<file path="config.mk">
export PLATFORM = sky130hd
export DESIGN_NAME = dpw_top
export DESIGN_NICKNAME = d
export VERILOG_FILES = /design/src/dpw_pkg.sv /design/src/dpw_channel.sv /design/src/dpw_top.sv
export SDC_FILE = /design/constraint.sdc
export NUM_CORES = 1
export LEC_CHECK = 0
export ABC_AREA = 1
export BUFFER_PORTS_ARGS = -buffer_cell sky130_fd_sc_hd__buf_4
export CAP_MARGIN = 40
export CORE_ASPECT_RATIO = 0.5
export CORE_UTILIZATION = 60
export CTS_BUF_LIST = sky130_fd_sc_hd__clkbuf_4
export DETAILED_ROUTE_END_ITERATION = 7
export PLACE_DENSITY = 0.81
export SLEW_MARGIN = 20
export SYNTH_ARGS = -nofsm -noshare
export SYNTH_HDL_FRONTEND = slang
export SYNTH_HIERARCHICAL = 1
export SYNTH_SLANG_ARGS = --single-unit
</file>
<file path="constraint.sdc">
create_clock -name aclk -period 2.6 [get_ports aclk]
set_input_delay 0.52 -clock aclk [delete_from_list [all_inputs] [get_ports aclk]]
set_output_delay 0.52 -clock aclk [all_outputs]
set_load 0.02 [all_outputs]
</file>
<file path="src/dpw_pkg.sv">
// constants and types of the dual pulse-width generator
package dpw_pkg;

  // register indices; each byte address is four times its index
  localparam logic [9:0] IDX_CTRL0 = 10'h370;
  localparam logic [9:0] IDX_PRE0  = 10'h372;
  localparam logic [9:0] IDX_WID0  = 10'h373;
  localparam logic [9:0] IDX_PRE1  = 10'h374;
  localparam logic [9:0] IDX_WID1  = 10'h375;
  localparam logic [9:0] IDX_CTRL1 = 10'h376;

  // pulse_control_0 fields
  localparam int unsigned SEL0_BIT  = 0;
  localparam int unsigned SEL1_BIT  = 1;
  localparam int unsigned CLK_LSB   = 6;
  localparam logic [7:0]  CTRL0_MASK = 8'hc3;
  // pulse_control_1 fields
  localparam int unsigned EN0_BIT   = 0;
  localparam int unsigned EN1_BIT   = 1;
  localparam int unsigned PORT0_BIT = 2;
  localparam int unsigned PORT1_BIT = 3;
  localparam logic [7:0]  CTRL1_MASK = 8'h0f;

  // reset values
  localparam logic [7:0] CTRL_RST = 8'h00;
  localparam logic [7:0] VAL_RST  = 8'h00;

  // last step of the 255-step period
  localparam logic [7:0] STEP_LAST = 8'hfe;

  // axi4-lite responses
  localparam logic [1:0] RESP_OKAY   = 2'b00;
  localparam logic [1:0] RESP_SLVERR = 2'b10;

  typedef enum logic [2:0] {
    SEL_NONE  = 3'b000,
    SEL_CTRL0 = 3'b001,
    SEL_PRE0  = 3'b010,
    SEL_WID0  = 3'b011,
    SEL_PRE1  = 3'b100,
    SEL_WID1  = 3'b101,
    SEL_CTRL1 = 3'b110
  } dpw_reg_sel_type;

endpackage

</file>
<file path="src/dpw_channel.sv">
// one pulse-width channel: prelatches, latches, prescaler and step counter
`timescale 1ns/10ps
module dpw_channel
  import dpw_pkg::*;
(
  input  wire logic       aclk,
  input  wire logic       aresetn,
  input  wire logic       ce,
  input  wire logic       tick,
  input  wire logic       enable,
  input  wire logic       wr_pre,
  input  wire logic       wr_wid,
  input  wire logic [7:0] wdata,
  output logic            pulse,
  output logic [7:0]      pre_rd,
  output logic [7:0]      wid_rd
);

  typedef struct packed {
    logic [7:0] pre_pl;
    logic [7:0] pre_lat;
    logic [7:0] wid_pl;
    logic [7:0] wid_lat;
    logic [7:0] pre_cnt;
    logic [7:0] step;
    logic       out;
  } dpw_chan_type;

  dpw_chan_type st_q;
  dpw_chan_type st_d;
  logic         wrap;

  always_comb begin
    st_d = st_q;
    wrap = 1'b0;
    if (ce) begin
      if (wr_pre) begin
        st_d.pre_pl = wdata;
      end
      if (wr_wid) begin
        st_d.wid_pl = wdata;
      end
      // disabled: counters, latches and level all hold
      if (enable && tick) begin
        if (st_q.pre_cnt == st_q.pre_lat) begin
          st_d.pre_cnt = 8'h00;
          if (st_q.step == STEP_LAST) begin
            wrap         = 1'b1;
            st_d.step    = 8'h00;
            st_d.pre_lat = st_q.pre_pl;
            st_d.wid_lat = st_q.wid_pl;
          end else begin
            st_d.step = st_q.step + 8'h01;
          end
        end else begin
          st_d.pre_cnt = st_q.pre_cnt + 8'h01;
        end
      end
      if (enable) begin
        st_d.out = (st_d.step < st_d.wid_lat);
      end
    end
  end

  always_ff @(posedge aclk) begin
    if (!aresetn) begin
      st_q <= '0;
    end else begin
      st_q <= st_d;
    end
  end

  assign pulse  = st_q.out;
  // while enabled the prescale read shows the running count
  assign pre_rd = enable ? st_q.pre_cnt : st_q.pre_pl;
  assign wid_rd = st_q.wid_lat;
endmodule

</file>
<file path="src/dpw_top.sv">
// dual 8-bit pulse-width generator with an axi4-lite register slave
`timescale 1ns/10ps
module dpw_top
  import dpw_pkg::*;
#(
  parameter int unsigned ADDR_W = 12
)(
  input  wire logic              aclk,
  input  wire logic              aresetn,
  input  wire logic              ce,
  input  wire logic [ADDR_W-1:0] awaddr,
  input  wire logic [2:0]        awprot,
  input  wire logic              awvalid,
  output logic                   awready,
  input  wire logic [31:0]       wdata,
  input  wire logic [3:0]        wstrb,
  input  wire logic              wvalid,
  output logic                   wready,
  output logic [1:0]             bresp,
  output logic                   bvalid,
  input  wire logic              bready,
  input  wire logic [ADDR_W-1:0] araddr,
  input  wire logic [2:0]        arprot,
  input  wire logic              arvalid,
  output logic                   arready,
  output logic [31:0]            rdata,
  output logic [1:0]             rresp,
  output logic                   rvalid,
  input  wire logic              rready,
  output logic [1:0]             port_a_pulse,
  output logic [1:0]             port_a_func,
  output logic [1:0]             port_b_pulse,
  output logic [1:0]             port_b_func
);

  ////////////////////////////////////////////////////////////////////////////
  // helpers

  // register decode shared by write and read paths
  function automatic dpw_reg_sel_type reg_decode(
    input logic [ADDR_W-1:0] addr
  );
    dpw_reg_sel_type sel;
    sel = SEL_NONE;
    if (addr[1:0] == 2'b00) begin
      case (10'(addr[ADDR_W-1:2]))
        IDX_CTRL0: sel = SEL_CTRL0;
        IDX_PRE0:  sel = SEL_PRE0;
        IDX_WID0:  sel = SEL_WID0;
        IDX_PRE1:  sel = SEL_PRE1;
        IDX_WID1:  sel = SEL_WID1;
        IDX_CTRL1: sel = SEL_CTRL1;
        default:   sel = SEL_NONE;
      endcase
    end
    return sel;
  endfunction

  // low divider bits that must all be set for a count-source tick
  function automatic logic [3:0] div_mask(input logic [1:0] clk_sel);
    logic [3:0] m;
    case (clk_sel)
      2'b00:   m = 4'h1;
      2'b01:   m = 4'h3;
      2'b10:   m = 4'h7;
      default: m = 4'hf;
    endcase
    return m;
  endfunction

  ////////////////////////////////////////////////////////////////////////////
  // state

  typedef struct packed {
    logic              awready;
    logic              wready;
    logic              arready;
    logic              bvalid;
    logic [1:0]        bresp;
    logic              rvalid;
    logic [1:0]        rresp;
    logic [31:0]       rdata;
    logic              aw_full;
    logic              w_full;
    logic [ADDR_W-1:0] awaddr;
    logic [7:0]        wbyte;
    logic              wlane;
    logic [7:0]        ctrl0;
    logic [7:0]        ctrl1;
    logic [3:0]        div;
    logic              tick;
    logic [1:0]        port_a_pulse;
    logic [1:0]        port_a_func;
    logic [1:0]        port_b_pulse;
    logic [1:0]        port_b_func;
  } dpw_top_type;

  dpw_top_type     st_q;
  dpw_top_type     st_d;
  dpw_reg_sel_type wsel;
  dpw_reg_sel_type rsel;
  logic            commit;
  logic [1:0]      wr_pre;
  logic [1:0]      wr_wid;
  logic [1:0]      ch_en;
  logic [1:0]      ch_pulse;
  logic [7:0]      pre_rd [2];
  logic [7:0]      wid_rd [2];
  logic [1:0]      clk_sel;
  logic [1:0]      pin_sel;
  logic [1:0]      port_sw;

  assign clk_sel = st_q.ctrl0[CLK_LSB+1:CLK_LSB];
  assign pin_sel = {st_q.ctrl0[SEL1_BIT], st_q.ctrl0[SEL0_BIT]};
  assign port_sw = {st_q.ctrl1[PORT1_BIT], st_q.ctrl1[PORT0_BIT]};
  assign ch_en   = {st_q.ctrl1[EN1_BIT], st_q.ctrl1[EN0_BIT]};

  ////////////////////////////////////////////////////////////////////////////
  // next state

  always_comb begin
    st_d   = st_q;
    commit = 1'b0;
    wsel   = SEL_NONE;
    rsel   = SEL_NONE;
    wr_pre = 2'b00;
    wr_wid = 2'b00;
    if (ce) begin
      // write address and data are taken in either order
      if (st_q.awready && awvalid) begin
        st_d.aw_full = 1'b1;
        st_d.awaddr  = awaddr;
      end
      if (st_q.wready && wvalid) begin
        st_d.w_full = 1'b1;
        st_d.wbyte  = wdata[7:0];
        st_d.wlane  = wstrb[0];
      end
      if (st_q.aw_full && st_q.w_full && !st_q.bvalid) begin
        commit       = 1'b1;
        wsel         = reg_decode(st_q.awaddr);
        st_d.aw_full = 1'b0;
        st_d.w_full  = 1'b0;
        st_d.bvalid  = 1'b1;
        st_d.bresp   = (wsel == SEL_NONE) ? RESP_SLVERR : RESP_OKAY;
        // only byte lane 0 carries register data
        if (st_q.wlane) begin
          case (wsel)
            SEL_CTRL0: st_d.ctrl0 = st_q.wbyte & CTRL0_MASK;
            SEL_CTRL1: st_d.ctrl1 = st_q.wbyte & CTRL1_MASK;
            SEL_PRE0:  wr_pre[0] = 1'b1;
            SEL_PRE1:  wr_pre[1] = 1'b1;
            SEL_WID0:  wr_wid[0] = 1'b1;
            SEL_WID1:  wr_wid[1] = 1'b1;
            default:   ;
          endcase
        end
      end
      if (st_q.bvalid && bready) begin
        st_d.bvalid = 1'b0;
      end
      st_d.awready = !st_d.aw_full && !st_d.bvalid;
      st_d.wready  = !st_d.w_full && !st_d.bvalid;

      // one read at a time; data captured when the address is taken
      if (st_q.arready && arvalid) begin
        rsel         = reg_decode(araddr);
        st_d.arready = 1'b0;
        st_d.rvalid  = 1'b1;
        st_d.rresp   = (rsel == SEL_NONE) ? RESP_SLVERR : RESP_OKAY;
        case (rsel)
          SEL_CTRL0: st_d.rdata = {24'h000000, st_q.ctrl0};
          SEL_CTRL1: st_d.rdata = {24'h000000, st_q.ctrl1};
          SEL_PRE0:  st_d.rdata = {24'h000000, pre_rd[0]};
          SEL_PRE1:  st_d.rdata = {24'h000000, pre_rd[1]};
          SEL_WID0:  st_d.rdata = {24'h000000, wid_rd[0]};
          SEL_WID1:  st_d.rdata = {24'h000000, wid_rd[1]};
          default:   st_d.rdata = 32'h00000000;
        endcase
      end else if (st_q.rvalid && rready) begin
        st_d.rvalid  = 1'b0;
        st_d.arready = 1'b1;
      end else if (!st_q.rvalid) begin
        st_d.arready = 1'b1;
      end

      // shared count source from the system clock
      st_d.div  = st_q.div + 4'h1;
      st_d.tick = ((st_q.div & div_mask(clk_sel)) ==
                   div_mask(clk_sel));

      // pin routing; a routed pin keeps the frozen level when disabled
      for (int i = 0; i < 2; i++) begin
        st_d.port_a_func[i]  = port_sw[i] && !pin_sel[i];
        st_d.port_b_func[i]  = port_sw[i] && pin_sel[i];
        st_d.port_a_pulse[i] = st_d.port_a_func[i] && ch_pulse[i];
        st_d.port_b_pulse[i] = st_d.port_b_func[i] && ch_pulse[i];
      end
    end
  end

  always_ff @(posedge aclk) begin
    if (!aresetn) begin
      st_q       <= '0;
      st_q.ctrl0 <= CTRL_RST;
      st_q.ctrl1 <= CTRL_RST;
    end else begin
      st_q <= st_d;
    end
  end

  ////////////////////////////////////////////////////////////////////////////
  // channels

  for (genvar g = 0; g < 2; g++) begin : gen_ch
    dpw_channel u_ch (
      .aclk    (aclk),
      .aresetn (aresetn),
      .ce      (ce),
      .tick    (st_q.tick),
      .enable  (ch_en[g]),
      .wr_pre  (wr_pre[g]),
      .wr_wid  (wr_wid[g]),
      .wdata   (st_q.wbyte),
      .pulse   (ch_pulse[g]),
      .pre_rd  (pre_rd[g]),
      .wid_rd  (wid_rd[g])
    );
  end

  assign awready      = st_q.awready;
  assign wready       = st_q.wready;
  assign arready      = st_q.arready;
  assign bvalid       = st_q.bvalid;
  assign bresp        = st_q.bresp;
  assign rvalid       = st_q.rvalid;
  assign rresp        = st_q.rresp;
  assign rdata        = st_q.rdata;
  assign port_a_pulse = st_q.port_a_pulse;
  assign port_a_func  = st_q.port_a_func;
  assign port_b_pulse = st_q.port_b_pulse;
  assign port_b_func  = st_q.port_b_func;
endmodule

</file>
==> results of run 1 <==
logic make-up after synthesis:
kind of cell / Yosys count / share of synthesized area, %
other: 1 / 0.04245
muxes: 14 / 1.586
AOI/OAI and AO/OA: 244 / 15.48
xor gates and xnor gates: 5 / 0.4957
buffers and inverters: 294 / 15.24
adders and majority gates: 21 / 2.974
DFF: 157 / 35.58
and+or+nand+nor: 561 / 28.60
worst reg2reg max path, stage by stage (launching register included):
cell and delay (ns):
sky130_fd_sc_hd__dfxtp_2 0.39, sky130_fd_sc_hd__inv_4 0.05, sky130_fd_sc_hd__nand2_2 0.04, sky130_fd_sc_hd__nand2_1 0.07, sky130_fd_sc_hd__inv_1 0.09, sky130_fd_sc_hd__nand2_2 0.08, sky130_fd_sc_hd__nor2_4 0.14, sky130_fd_sc_hd__nand3_4 0.12
sky130_fd_sc_hd__buf_6 0.15, sky130_fd_sc_hd__nor2_8 0.20, sky130_fd_sc_hd__buf_8 0.17, sky130_fd_sc_hd__mux2i_2 0.24, sky130_fd_sc_hd__ha_1 0.30, sky130_fd_sc_hd__a21oi_2 0.17, sky130_fd_sc_hd__nand2_1 0.06, sky130_fd_sc_hd__nand2_1 0.07
sky130_fd_sc_hd__nand2_1 0.06, sky130_fd_sc_hd__a21oi_1 0.15
flip-flops by register name, summed over array words and instances, names as in the netlist, 8 cells and up:
name / cells
gen_ch.u_ch/st_q: 80
st_q: 28
gen_ch.u_ch/wid_rd: 16
rdata: 8
layout make-up:
cell class / instances / area (um^2) / area share (%)
clock buffers: 17 / 127.6 / 1.295
clock inverters: 15 / 171.4 / 1.739
inverters: 201 / 772.0 / 7.833
multi-input cells: 871 / 4623 / 46.91
flip-flops and latches: 157 / 3172 / 32.18
well taps: 192 / 240.2 / 2.437
repair buffers: 95 / 749.5 / 7.604
layout by cell type, fill, tap and decap left out, drive strengths merged, types with 14 or more instances in the layout:
master    n
nand2   287
inv     208
nor2    194
dfxtp   157
a21oi   104
o21ai    99
buf      95
nand3    46
conb     26
ha       21
o211ai   18
clkbuf   17
nand4    16
nor3     15
mux2i    14
routing by layer:
layer  up-vias  wire, um  GRT usage (%)
met5         -         0              0
li1       4136         -              -
met2       252      9709          45.97
met4         0       367          8.453
met1      3769      9630          35.74
met3        44      1441          6.424
worst max path at each step:
stage          cells after the start  slack (ns)                    to
6_report                          17      -0.008  gen_ch[1].u_ch/pulse
5_1_grt                           17       -0.16  gen_ch[1].u_ch/pulse
4_1_cts                           18       0.008  gen_ch[1].u_ch/pulse
3_5_place_dp                      19        0.03  gen_ch[1].u_ch/pulse
3_3_place_gp                      17        0.08  gen_ch[0].u_ch/pulse
2_1_floorplan                     16        0.25  gen_ch[0].u_ch/pulse
cell usage after synthesis, types with 3 or more instances:
library cell,n
sky130_fd_sc_hd__nand3_1,42
sky130_fd_sc_hd__nor2_8,5
sky130_fd_sc_hd__nor2_1,173
sky130_fd_sc_hd__clkbuf_1,24
sky130_fd_sc_hd__inv_2,17
sky130_fd_sc_hd__buf_2,5
sky130_fd_sc_hd__a221oi_1,3
sky130_fd_sc_hd__o21ai_0,88
sky130_fd_sc_hd__a211oi_1,6
sky130_fd_sc_hd__a21oi_1,104
sky130_fd_sc_hd__inv_1,179
sky130_fd_sc_hd__nor2_2,15
sky130_fd_sc_hd__buf_4,61
sky130_fd_sc_hd__nor3_1,12
sky130_fd_sc_hd__o21ai_2,3
sky130_fd_sc_hd__dfxtp_1,157
sky130_fd_sc_hd__mux2i_1,14
sky130_fd_sc_hd__xnor2_1,4
sky130_fd_sc_hd__o21ai_1,7
sky130_fd_sc_hd__nand3_4,3
sky130_fd_sc_hd__ha_1,21
sky130_fd_sc_hd__buf_1,3
sky130_fd_sc_hd__nand2_1,275
sky130_fd_sc_hd__nand2_2,10
sky130_fd_sc_hd__nor3_4,3
sky130_fd_sc_hd__nand4_1,12
sky130_fd_sc_hd__o211ai_1,18
per-stage QoR:
step | power [mW] | TNS, ns
final | 4.507 | -0.008250
after global routing | 4.690 | -0.2941
after CTS | 4.484 | 0
after detailed placement | 2.993 | 0
after global placement | 2.974 | 0
after floorplan | 2.889 | 0
timing repair:
action,CTS,global route
hold endpoints to repair,0,0
cloned,0,0
setup endpoints to repair,2,9
setup buffers,0,12
resized for setup,4,68
pin swaps,0,23
power by group through the flow:
stage               clock network, mW  logic, mW  registers [mW]
finish                           1.53      0.458            2.52
global route                     1.65      0.514            2.52
CTS                              1.54      0.428            2.52
detailed placement                  0      0.425            2.57
global placement                    0      0.409            2.56
floorplan                           0      0.337            2.55
==> metrics.txt, run 1 <==
area post-placement 9231 um^2; area share of the largest cell type after synthesis 35.58%; leakage power summed over all cells 4.582 nW; number of nets with antenna violations after detailed routing 0; post-DR vias/cell 5.298; Buffers & Inverters on Critical Path 4; TritonCTS clock tree built; Final period util 100.3%; EDFF count, synth 0; hold-critical path endpoint st_q[43]; shortest period the worst path allows 2.608 ns; PwrDens 457.3 nW/um^2; number of endpoints with negative hold slack in the final report 0; antenna cell count 0; number of global-route vias before repair 7112; insertion delay to the later sink of the worst-skew pair 0.58 ns; Hold Crit Start awaddr[5]; number of iterations in the first detailed-routing pass 5; Worst path slowest cell sky130_fd_sc_hd__dfxtp_2; Worst Hold Class input pin to register; Clock Power Share 34.0%; yosys warns 6; Syn-to-layout area delta 11.57%; RSZ-0062 raised after global routing yes; launching instance or port of the critical path gen_ch[1].u_ch/st_q[12]; status finished with violations; worst rel slew slack 59.21%; number of CTS-inserted buffers 17; maximum number of pins on one net before global-route repair 63; register clock-pin slew on the reported worst setup and hold paths 0.18 ns; initial core utilization 63.26%; endpoint required time on the critical path 3.11 ns; number of port buffers 63; final hold slack 0.2057 ns; post-synth cell types 49; nets@finish 1438; # DRC 0; library cell with the largest summed area after synthesis sky130_fd_sc_hd__dfxtp_1; Setup crit end kind register; count of final max-slew check failures 0; Clock Root Buffer sky130_fd_sc_hd__clkbuf_4; Via Count 8201; switching part of the total 31.65%; fill cell instance count of the final layout 1156; global-route wire length before repair 33.19 mm; Non-Filler Instances 1548; average instance area after synthesis 6.811 um^2; fraction of final layout cells sized beyond drive strength 1 18.44%; #FFs+latches synth 157; synthesized area 8833 um^2; die width 173.6 um; Int Power 3.081 mW; GRT Residual Overflow 0; Std-Cell Core Area 13960 um^2; most prevalent standard cell on the critical path sky130_fd_sc_hd__nand2_1; transition time of the tightest slew-check pin 0.6101 ns; cell types occupying the most area after synthesis sky130_fd_sc_hd__dfxtp_1 (36%), sky130_fd_sc_hd__nand2_1 (12%), sky130_fd_sc_hd__inv_1 (7.6%); total of max-cap violations 0; floorplan row count 30; Initial DRC Count 626; IO Count 123; TritonCTS sink count 157; utilization after layout 70.58%; global-route total usage across every layer 27.46%; average wire per cell in the routed design 13.66 um; die outline area 15240 um^2; CP startpoint kind register; setup slack of the critical path after layout -0.008250 ns; largest delay contributor family on the critical path simple AND/OR/NAND/NOR gates; sequential share of the synthesized area 35.58%; final HPWL from detailed placement 15.34 mm; IR Drop Worst-Case VDD 0.0002737 V; proportion of power drawn by flip-flops and latches 55.9%; die span in y 87.80 um; reg-to-reg endpoint gen_ch[1].u_ch/pulse; cell count after placement 1504; startpoint of the most critical register-to-register path gen_ch[1].u_ch/st_q[12]; top_reg_cell synth sky130_fd_sc_hd__dfxtp_1; hold bufs inserted after CTS 0; asr flop ratio synth 0%; Worst Skew 0.03267 ns; Logic pwr share 10.2%; path type of the worst setup path register to register; routability congestion estimate 0.9525; initial antenna violation count 0; fmax 383.4 MHz; Mapped Cells 1297; cell depth of the worst flop-to-flop path 17; Placement Setup Slack 0.02853 ns; violated checks negative setup slack; total net switching power 1.426 mW; critical path's largest stage delay 0.39 ns; H-tree levels 4; setup slack of the most critical reg-to-reg path -0.008 ns; Final Routed Wirelength 21.15 mm; Final setup violation count 1; cell area after layout 9856 um^2; Hold Path Stages 3; cell chain of the critical path inv_4 > nand2_2 > nand2_1 > inv_1 > nand2_2 > nor2_4 > nand3_4 > buf_6 > nor2_8 > buf_8 > mux2i_2 > ha_1 > a21oi_2 > nand2_1 > nand2_1 > nand2_1 > a21oi_1; maximum number of buffers from clock root to sink 2; maximum fanout encountered on the critical timing path 6; data arrival at the endpoint of the critical path 3.12 ns
Note: power is estimated with default switching activity, not from simulation.
==> run 2, diff against run 1 <==
--- a/config.mk
+++ b/config.mk
@@ -12,7 +12,8 @@
 export CORE_UTILIZATION = 60
 export CTS_BUF_LIST = sky130_fd_sc_hd__clkbuf_4
 export DETAILED_ROUTE_END_ITERATION = 7
-export PLACE_DENSITY = 0.81
+export PLACE_DENSITY = 0.94
+export SKIP_LAST_GASP = 1
 export SLEW_MARGIN = 20
 export SYNTH_ARGS = -nofsm -noshare
 export SYNTH_HDL_FRONTEND = slang
==> run 2 against run 1 <==
The flow finishes with violations (design-rule violations). Register-to-register slack improved by 0.02 ns. Final cell count fell by 0.58%. Total power rose by 3.5%. Count of clock-buffer cells in the layout did not move. Hold slack got worse by 0.016 ns. Sequential power barely moved. Setup slack improved by 0.019 ns. Combinational power fell by 2%. Flip-flop and latch count did not move. Non-clock buffer count fell by 9.
==> metrics.txt, run 2 (synthesis results as in run 1) <==
combined area of the multi-input logic cells 4536 um^2; Worst Hold Class input pin to register; transition time of the tightest slew-check pin 0.6932 ns; setup slack of the critical path after layout 0.01076 ns; total of max-cap violations 0; utilization after layout 69.43%; number of flip-flops under the largest register name 80; nets@finish 1429; global-route wire length before repair 35.19 mm; antenna cell count 0; Final Routed Wirelength 21.97 mm; shortest period the worst path allows 2.589 ns; cell count after placement 1505; fill cell instance count of the final layout 1038; highest-count cells in the layout ignoring fill and taps sky130_fd_sc_hd__nand2_1 (268), sky130_fd_sc_hd__inv_1 (175), sky130_fd_sc_hd__nor2_1 (173); number of iterations in the first detailed-routing pass 8; sum of negative setup slack 0 ns; average wire per cell in the routed design 14.27 um; CP startpoint kind register; overall power after layout 4.664 mW; post-DR vias/cell 5.541; Initial DRC Count 781; initial core utilization 63.26%; count of final max-slew check failures 0; Final setup violation count 0; register name with the most flops gen_ch.u_ch/st_q; die outline area 15240 um^2; violated checks design-rule violations; hold bufs inserted after CTS 0; TritonCTS clock tree built; Std-Cell Core Area 13960 um^2; Via Count 8527; number of port buffers 63; Syn-to-layout area delta 9.745%; most frequent standard cell in the layout excluding fill and tap cells sky130_fd_sc_hd__nand2_1; insertion delay to the later sink of the worst-skew pair 0.59 ns; Clock Root Buffer sky130_fd_sc_hd__clkbuf_4; status finished with violations; maximum number of pins on one net before global-route repair 41; Worst Skew 0.03031 ns; global-route total usage across every layer 28.86%; IO Count 123; PwrDens 481.1 nW/um^2; Non-Filler Instances 1539; Placement Setup Slack -0.0009364 ns; floorplan row count 30; die span in y 87.80 um; RSZ-0062 raised after global routing yes; maximum fanout encountered on the critical timing path 4; die width 173.6 um; number of endpoints with negative hold slack in the final report 0; area post-placement 9214 um^2; final HPWL from detailed placement 15.81 mm; endpoint required time on the critical path 3.13 ns; cell area after layout 9694 um^2; H-tree levels 4; Sequential Area 3162 um^2; register clock-pin slew on the reported worst setup and hold paths 0.15 ns; routability congestion estimate 0.9419; fraction of final layout cells sized beyond drive strength 1 16.41%; initial antenna violation count 0; worst rel slew slack 53.66%; maximum number of buffers from clock root to sink 2; data arrival at the endpoint of the critical path 3.12 ns; fmax 386.2 MHz; IR Drop Worst-Case VDD 0.0002674 V; number of nets with antenna violations after detailed routing 0; final hold slack 0.1892 ns; # DRC 3; TritonCTS sink count 157; Setup crit end kind register; path type of the worst setup path register to register; number of global-route vias before repair 7692; Final period util 99.59%; number of CTS-inserted buffers 17; GRT Residual Overflow 0; leakage power summed over all cells 4.520 nW
-- run 2: cell types whose count changed in the layout (fill, tap and decap cells not counted), moves of 4 or more --
| cell | previous run | this run |
|---|---|---|
| sky130_fd_sc_hd__nand2_1 | 263 | 268 |
| sky130_fd_sc_hd__dfxtp_1 | 140 | 146 |
| sky130_fd_sc_hd__inv_4 | 7 | 3 |
| sky130_fd_sc_hd__buf_4 | 91 | 84 |
| sky130_fd_sc_hd__dfxtp_2 | 14 | 9 |
| sky130_fd_sc_hd__nand2_2 | 21 | 17 |
-- run 2: what timing repair did --
| item | CTS | global route |
|---|---|---|
| buffers inserted | 0 | 2 |
| resized for setup | 5 | 36 |
| pin swaps | 1 | 2 |
| setup endpoints to repair | 2 | 2 |
-- run 2: report_power, final --
part | total (mW) | switching, mW | internal (mW)
logic | 0.447 | 0.286 | 0.160
registers | 2.52 | 0.0587 | 2.46
clock network | 1.70 | 0.997 | 0.703
-- run 2: area by class of cell --
class | instances | share of cell area [%]
clock buffer | 17 | 1.316
clock inverter | 15 | 2.091
inverter | 201 | 7.886
multi-input combinational | 871 | 46.79
sequential | 157 | 32.61
tap | 192 | 2.478
timing repair buffer | 86 | 6.828
-- run 2: metal layers --
| layer | global-route usage (%) | part of all wire [%] |
|---|---|---|
| met2 | 50.75 | 48 |
| met4 | 11.96 | 2.4 |
| met3 | 6.076 | 8.7 |
| met1 | 35.14 | 41 |
| met5 | 0 | 0 |
-- run 2: worst max-delay path, stage by stage (launching register included) --
cell and delay [ns]:
sky130_fd_sc_hd__dfxtp_1 0.36, sky130_fd_sc_hd__inv_1 0.13, sky130_fd_sc_hd__nand2_1 0.08, sky130_fd_sc_hd__nand2_1 0.07
sky130_fd_sc_hd__nand2_1 0.10, sky130_fd_sc_hd__nor2_4 0.14, sky130_fd_sc_hd__nand3_4 0.13, sky130_fd_sc_hd__clkinv_2 0.10
sky130_fd_sc_hd__nand2_2 0.09, sky130_fd_sc_hd__nor3_4 0.17, sky130_fd_sc_hd__nand3_1 0.09, sky130_fd_sc_hd__nand3_1 0.10
sky130_fd_sc_hd__inv_2 0.05, sky130_fd_sc_hd__ha_1 0.30, sky130_fd_sc_hd__nand2_1 0.09, sky130_fd_sc_hd__nor2_1 0.07
sky130_fd_sc_hd__a2111oi_2 0.22, sky130_fd_sc_hd__nand2_1 0.10, sky130_fd_sc_hd__a21oi_1 0.13
-- run 2: worst paths after layout --
kind,start,endpoint,slack (ns),cells after the start
worst min-delay path,awaddr[5],st_q[43],0.19,3
worst max-delay path,gen_ch[1].u_ch/st_q[14],gen_ch[1].u_ch/pulse,0.01,18
worst max register to register,gen_ch[1].u_ch/st_q[14],gen_ch[1].u_ch/pulse,0.01,18
worst min register to register,st_q[44],st_q[44],0.46,2
==> run 3, diff against run 2 <==
--- a/config.mk
+++ b/config.mk
@@ -9,6 +9,7 @@
 export BUFFER_PORTS_ARGS = -buffer_cell sky130_fd_sc_hd__buf_4
 export CAP_MARGIN = 40
 export CORE_ASPECT_RATIO = 0.5
+export CORE_MARGIN = 2
 export CORE_UTILIZATION = 60
 export CTS_BUF_LIST = sky130_fd_sc_hd__clkbuf_4
 export DETAILED_ROUTE_END_ITERATION = 7
==> constraint.sdc (replaced) <==
create_clock -name aclk -period 2.47 [get_ports aclk]
set_input_delay 0.494 -clock aclk [delete_from_list [all_inputs] [get_ports aclk]]
set_output_delay 0.494 -clock aclk [all_outputs]
set_load 0.02 [all_outputs]
==> run 3 against run 2 <==
The flow finishes with violations (negative setup slack). Clock power rose by 6%. Critical endpoint is now gen_ch[0].u_ch/pulse. Sequential power up 5%. Core utilization hardly changed. Global-route usage shrank 0.54 points. Final cell count rose by 2.1%. Highest routed layer unchanged. Clock skew up 0.0028 ns. Sequential share of layout area fell by 1.0 points. Flip-flop and latch count unchanged. Register-to-register slack got worse by 0.17 ns. Non-clock buffer count grew 27.
==> metrics.txt, run 3 (synthesis results as in run 1) <==
insertion delay to the later sink of the worst-skew pair 0.60 ns; Final setup violation count 2; Syn-to-layout area delta 13.40%; die span in y 89.80 um; Clock Power Share 36.3%; fraction of final layout cells sized beyond drive strength 1 20.09%; transition time of the tightest slew-check pin 0.6431 ns; data arrival at the endpoint of the critical path 3.17 ns; initial core utilization 61.22%; die width 175.6 um; routability congestion estimate 0.8998; endpoint required time on the critical path 3.01 ns; initial antenna violation count 0; nets@finish 1456; number of endpoints with negative hold slack in the final report 0; shortest period the worst path allows 2.631 ns; maximum number of buffers from clock root to sink 2; IR Drop Worst-Case VDD 0.0003174 V; Hold Path Stages 3; switching part of the total 29.22%; count of final max-slew check failures 0; Clock Root Buffer sky130_fd_sc_hd__clkbuf_4; PwrDens 494.9 nW/um^2; Final Routed Wirelength 23.54 mm; register name with the most flops gen_ch.u_ch/st_q; Worst Skew 0.03313 ns; CP startpoint kind register; worst rel slew slack 57.01%; Std-Cell Core Area 14430 um^2; leakage power summed over all cells 4.657 nW; maximum number of pins on one net before global-route repair 50; global-route wire length before repair 36.29 mm; Initial DRC Count 967; hold-critical path endpoint st_q[48]; H-tree levels 4; number of CTS-inserted buffers 17; die outline area 15770 um^2; cell chain of the critical path inv_2 > nand2_1 > nand2_1 > inv_1 > nand2_1 > nor2_4 > nand3_4 > buf_12 > nor2_8 > buf_4 > mux2i_2 > ha_1 > nand2_1 > inv_1 > nand2_1 > nand2_1 > nand2_1 > nand2_1 > a21oi_1; setup slack of the critical path after layout -0.1613 ns; Setup crit end kind register; number of flip-flops under the largest register name 80; cell depth of the worst flop-to-flop path 19; fmax 380.0 MHz; startpoint of the most critical register-to-register path gen_ch[0].u_ch/st_q[12]; maximum fanout encountered on the critical timing path 7; final HPWL from detailed placement 16.18 mm; Int Power 3.509 mW; antenna cell count 0; critical path's largest stage delay 0.37 ns; register clock-pin slew on the reported worst setup and hold paths 0.16 ns; RSZ-0062 raised after global routing yes; total of max-cap violations 0; IO Count 123; reg-to-reg endpoint gen_ch[0].u_ch/pulse; sum of negative setup slack -0.1732 ns; path type of the worst setup path register to register; floorplan row count 31; total net switching power 1.449 mW; number of nets with antenna violations after detailed routing 0; most frequent standard cell in the layout excluding fill and tap cells sky130_fd_sc_hd__nand2_1; status finished with violations; number of global-route vias before repair 7974; highest-count cells in the layout ignoring fill and taps sky130_fd_sc_hd__nand2_1 (262), sky130_fd_sc_hd__nor2_1 (172), sky130_fd_sc_hd__inv_1 (169); average wire per cell in the routed design 14.98 um; proportion of power drawn by flip-flops and latches 53.5%; Logic pwr share 10.1%; most prevalent standard cell on the critical path sky130_fd_sc_hd__nand2_1; number of iterations in the first detailed-routing pass 8; Final period util 106.5%; Worst path slowest cell sky130_fd_sc_hd__dfxtp_2; TritonCTS sink count 157; global-route total usage across every layer 28.32%; GRT Residual Overflow 0; Worst Hold Class input pin to register; violated checks negative setup slack; overall power after layout 4.958 mW; # DRC 0; TritonCTS clock tree built; Hold Crit Start awaddr[10]; post-DR vias/cell 5.554; Via Count 8731; setup slack of the most critical reg-to-reg path -0.16 ns; number of port buffers 63
## run 3: final cells by class
type / count / area (um^2)
sequential: 157 / 3166
timing repair buffer: 113 / 877.1
clock inverter: 15 / 193.9
inverter: 201 / 762.0
clock buffer: 17 / 127.6
multi-input combinational: 871 / 4643
tap: 198 / 247.7
fill: 1036 / 4412
## run 3: layer usage
layer / part of all wire, % / vias to the layer above / GRT usage [%]
li1: - / 4175 / -
met1: 39 / 3962 / 34.15
met2: 47 / 474 / 48.85
met3: 10 / 120 / 5.880
met4: 3.9 / 0 / 12.74
met5: 0 / - / 0
## run 3: timing repair
item	4_1_cts	5_1_grt
resized for setup	16	55
buffers inserted	5	5
hold buffers	0	0
setup endpoints to repair	2	24
cloned	0	0
pin swaps	6	3
## run 3: power groups by stage
stage               clock network, mW  registers, mW  logic, mW
finish                           1.80           2.65      0.503
global route                     1.92           2.66      0.550
CTS                              1.78           2.65      0.467
detailed placement                  0           2.70      0.455
global placement                    0           2.70      0.428
floorplan                           0           2.69      0.355
## run 3: critical path: cells and delay by family (launching register included)
kind | cells | cell delay, ns
compound gates | 1 | 0.11
flops | 1 | 0.37
fa+ha+maj | 1 | 0.30
buf+inv | 5 | 0.51
simple gates | 11 | 0.98
mux | 1 | 0.29
## run 3: worst max-delay path by stage
| stage | start | end | slack [ns] | depth (start not counted) |
|---|---|---|---|---|
| after global routing | gen_ch[0].u_ch/st_q[40] | gen_ch[0].u_ch/pulse | -0.27 | 19 |
| after detailed placement | gen_ch[1].u_ch/st_q[16] | gen_ch[1].u_ch/pulse | -0.18 | 19 |
| after global placement | gen_ch[0].u_ch/st_q[11] | gen_ch[0].u_ch/pulse | 0.003 | 19 |
| after CTS | gen_ch[1].u_ch/st_q[16] | gen_ch[1].u_ch/pulse | -0.04 | 19 |
| after floorplan | gen_ch[0].u_ch/st_q[9] | gen_ch[0].u_ch/pulse | 0.12 | 16 |
| final | gen_ch[0].u_ch/st_q[12] | gen_ch[0].u_ch/pulse | -0.16 | 19 |
## run 3: per-stage QoR
stage	utilization, %	setup WS [ns]	hold slack, ns	std cells	area (um^2)
floorplan	-	0.1184	0.4237	1322	8927
global placement	64.90	0.003044	0.4326	1530	9364
detailed placement	64.90	-0.1772	0.4383	1530	9364
CTS	67.92	-0.04459	0.1787	1567	9799
global route	69.42	-0.2748	0.1404	1572	10020
finish	69.42	-0.1613	0.1665	1572	10020
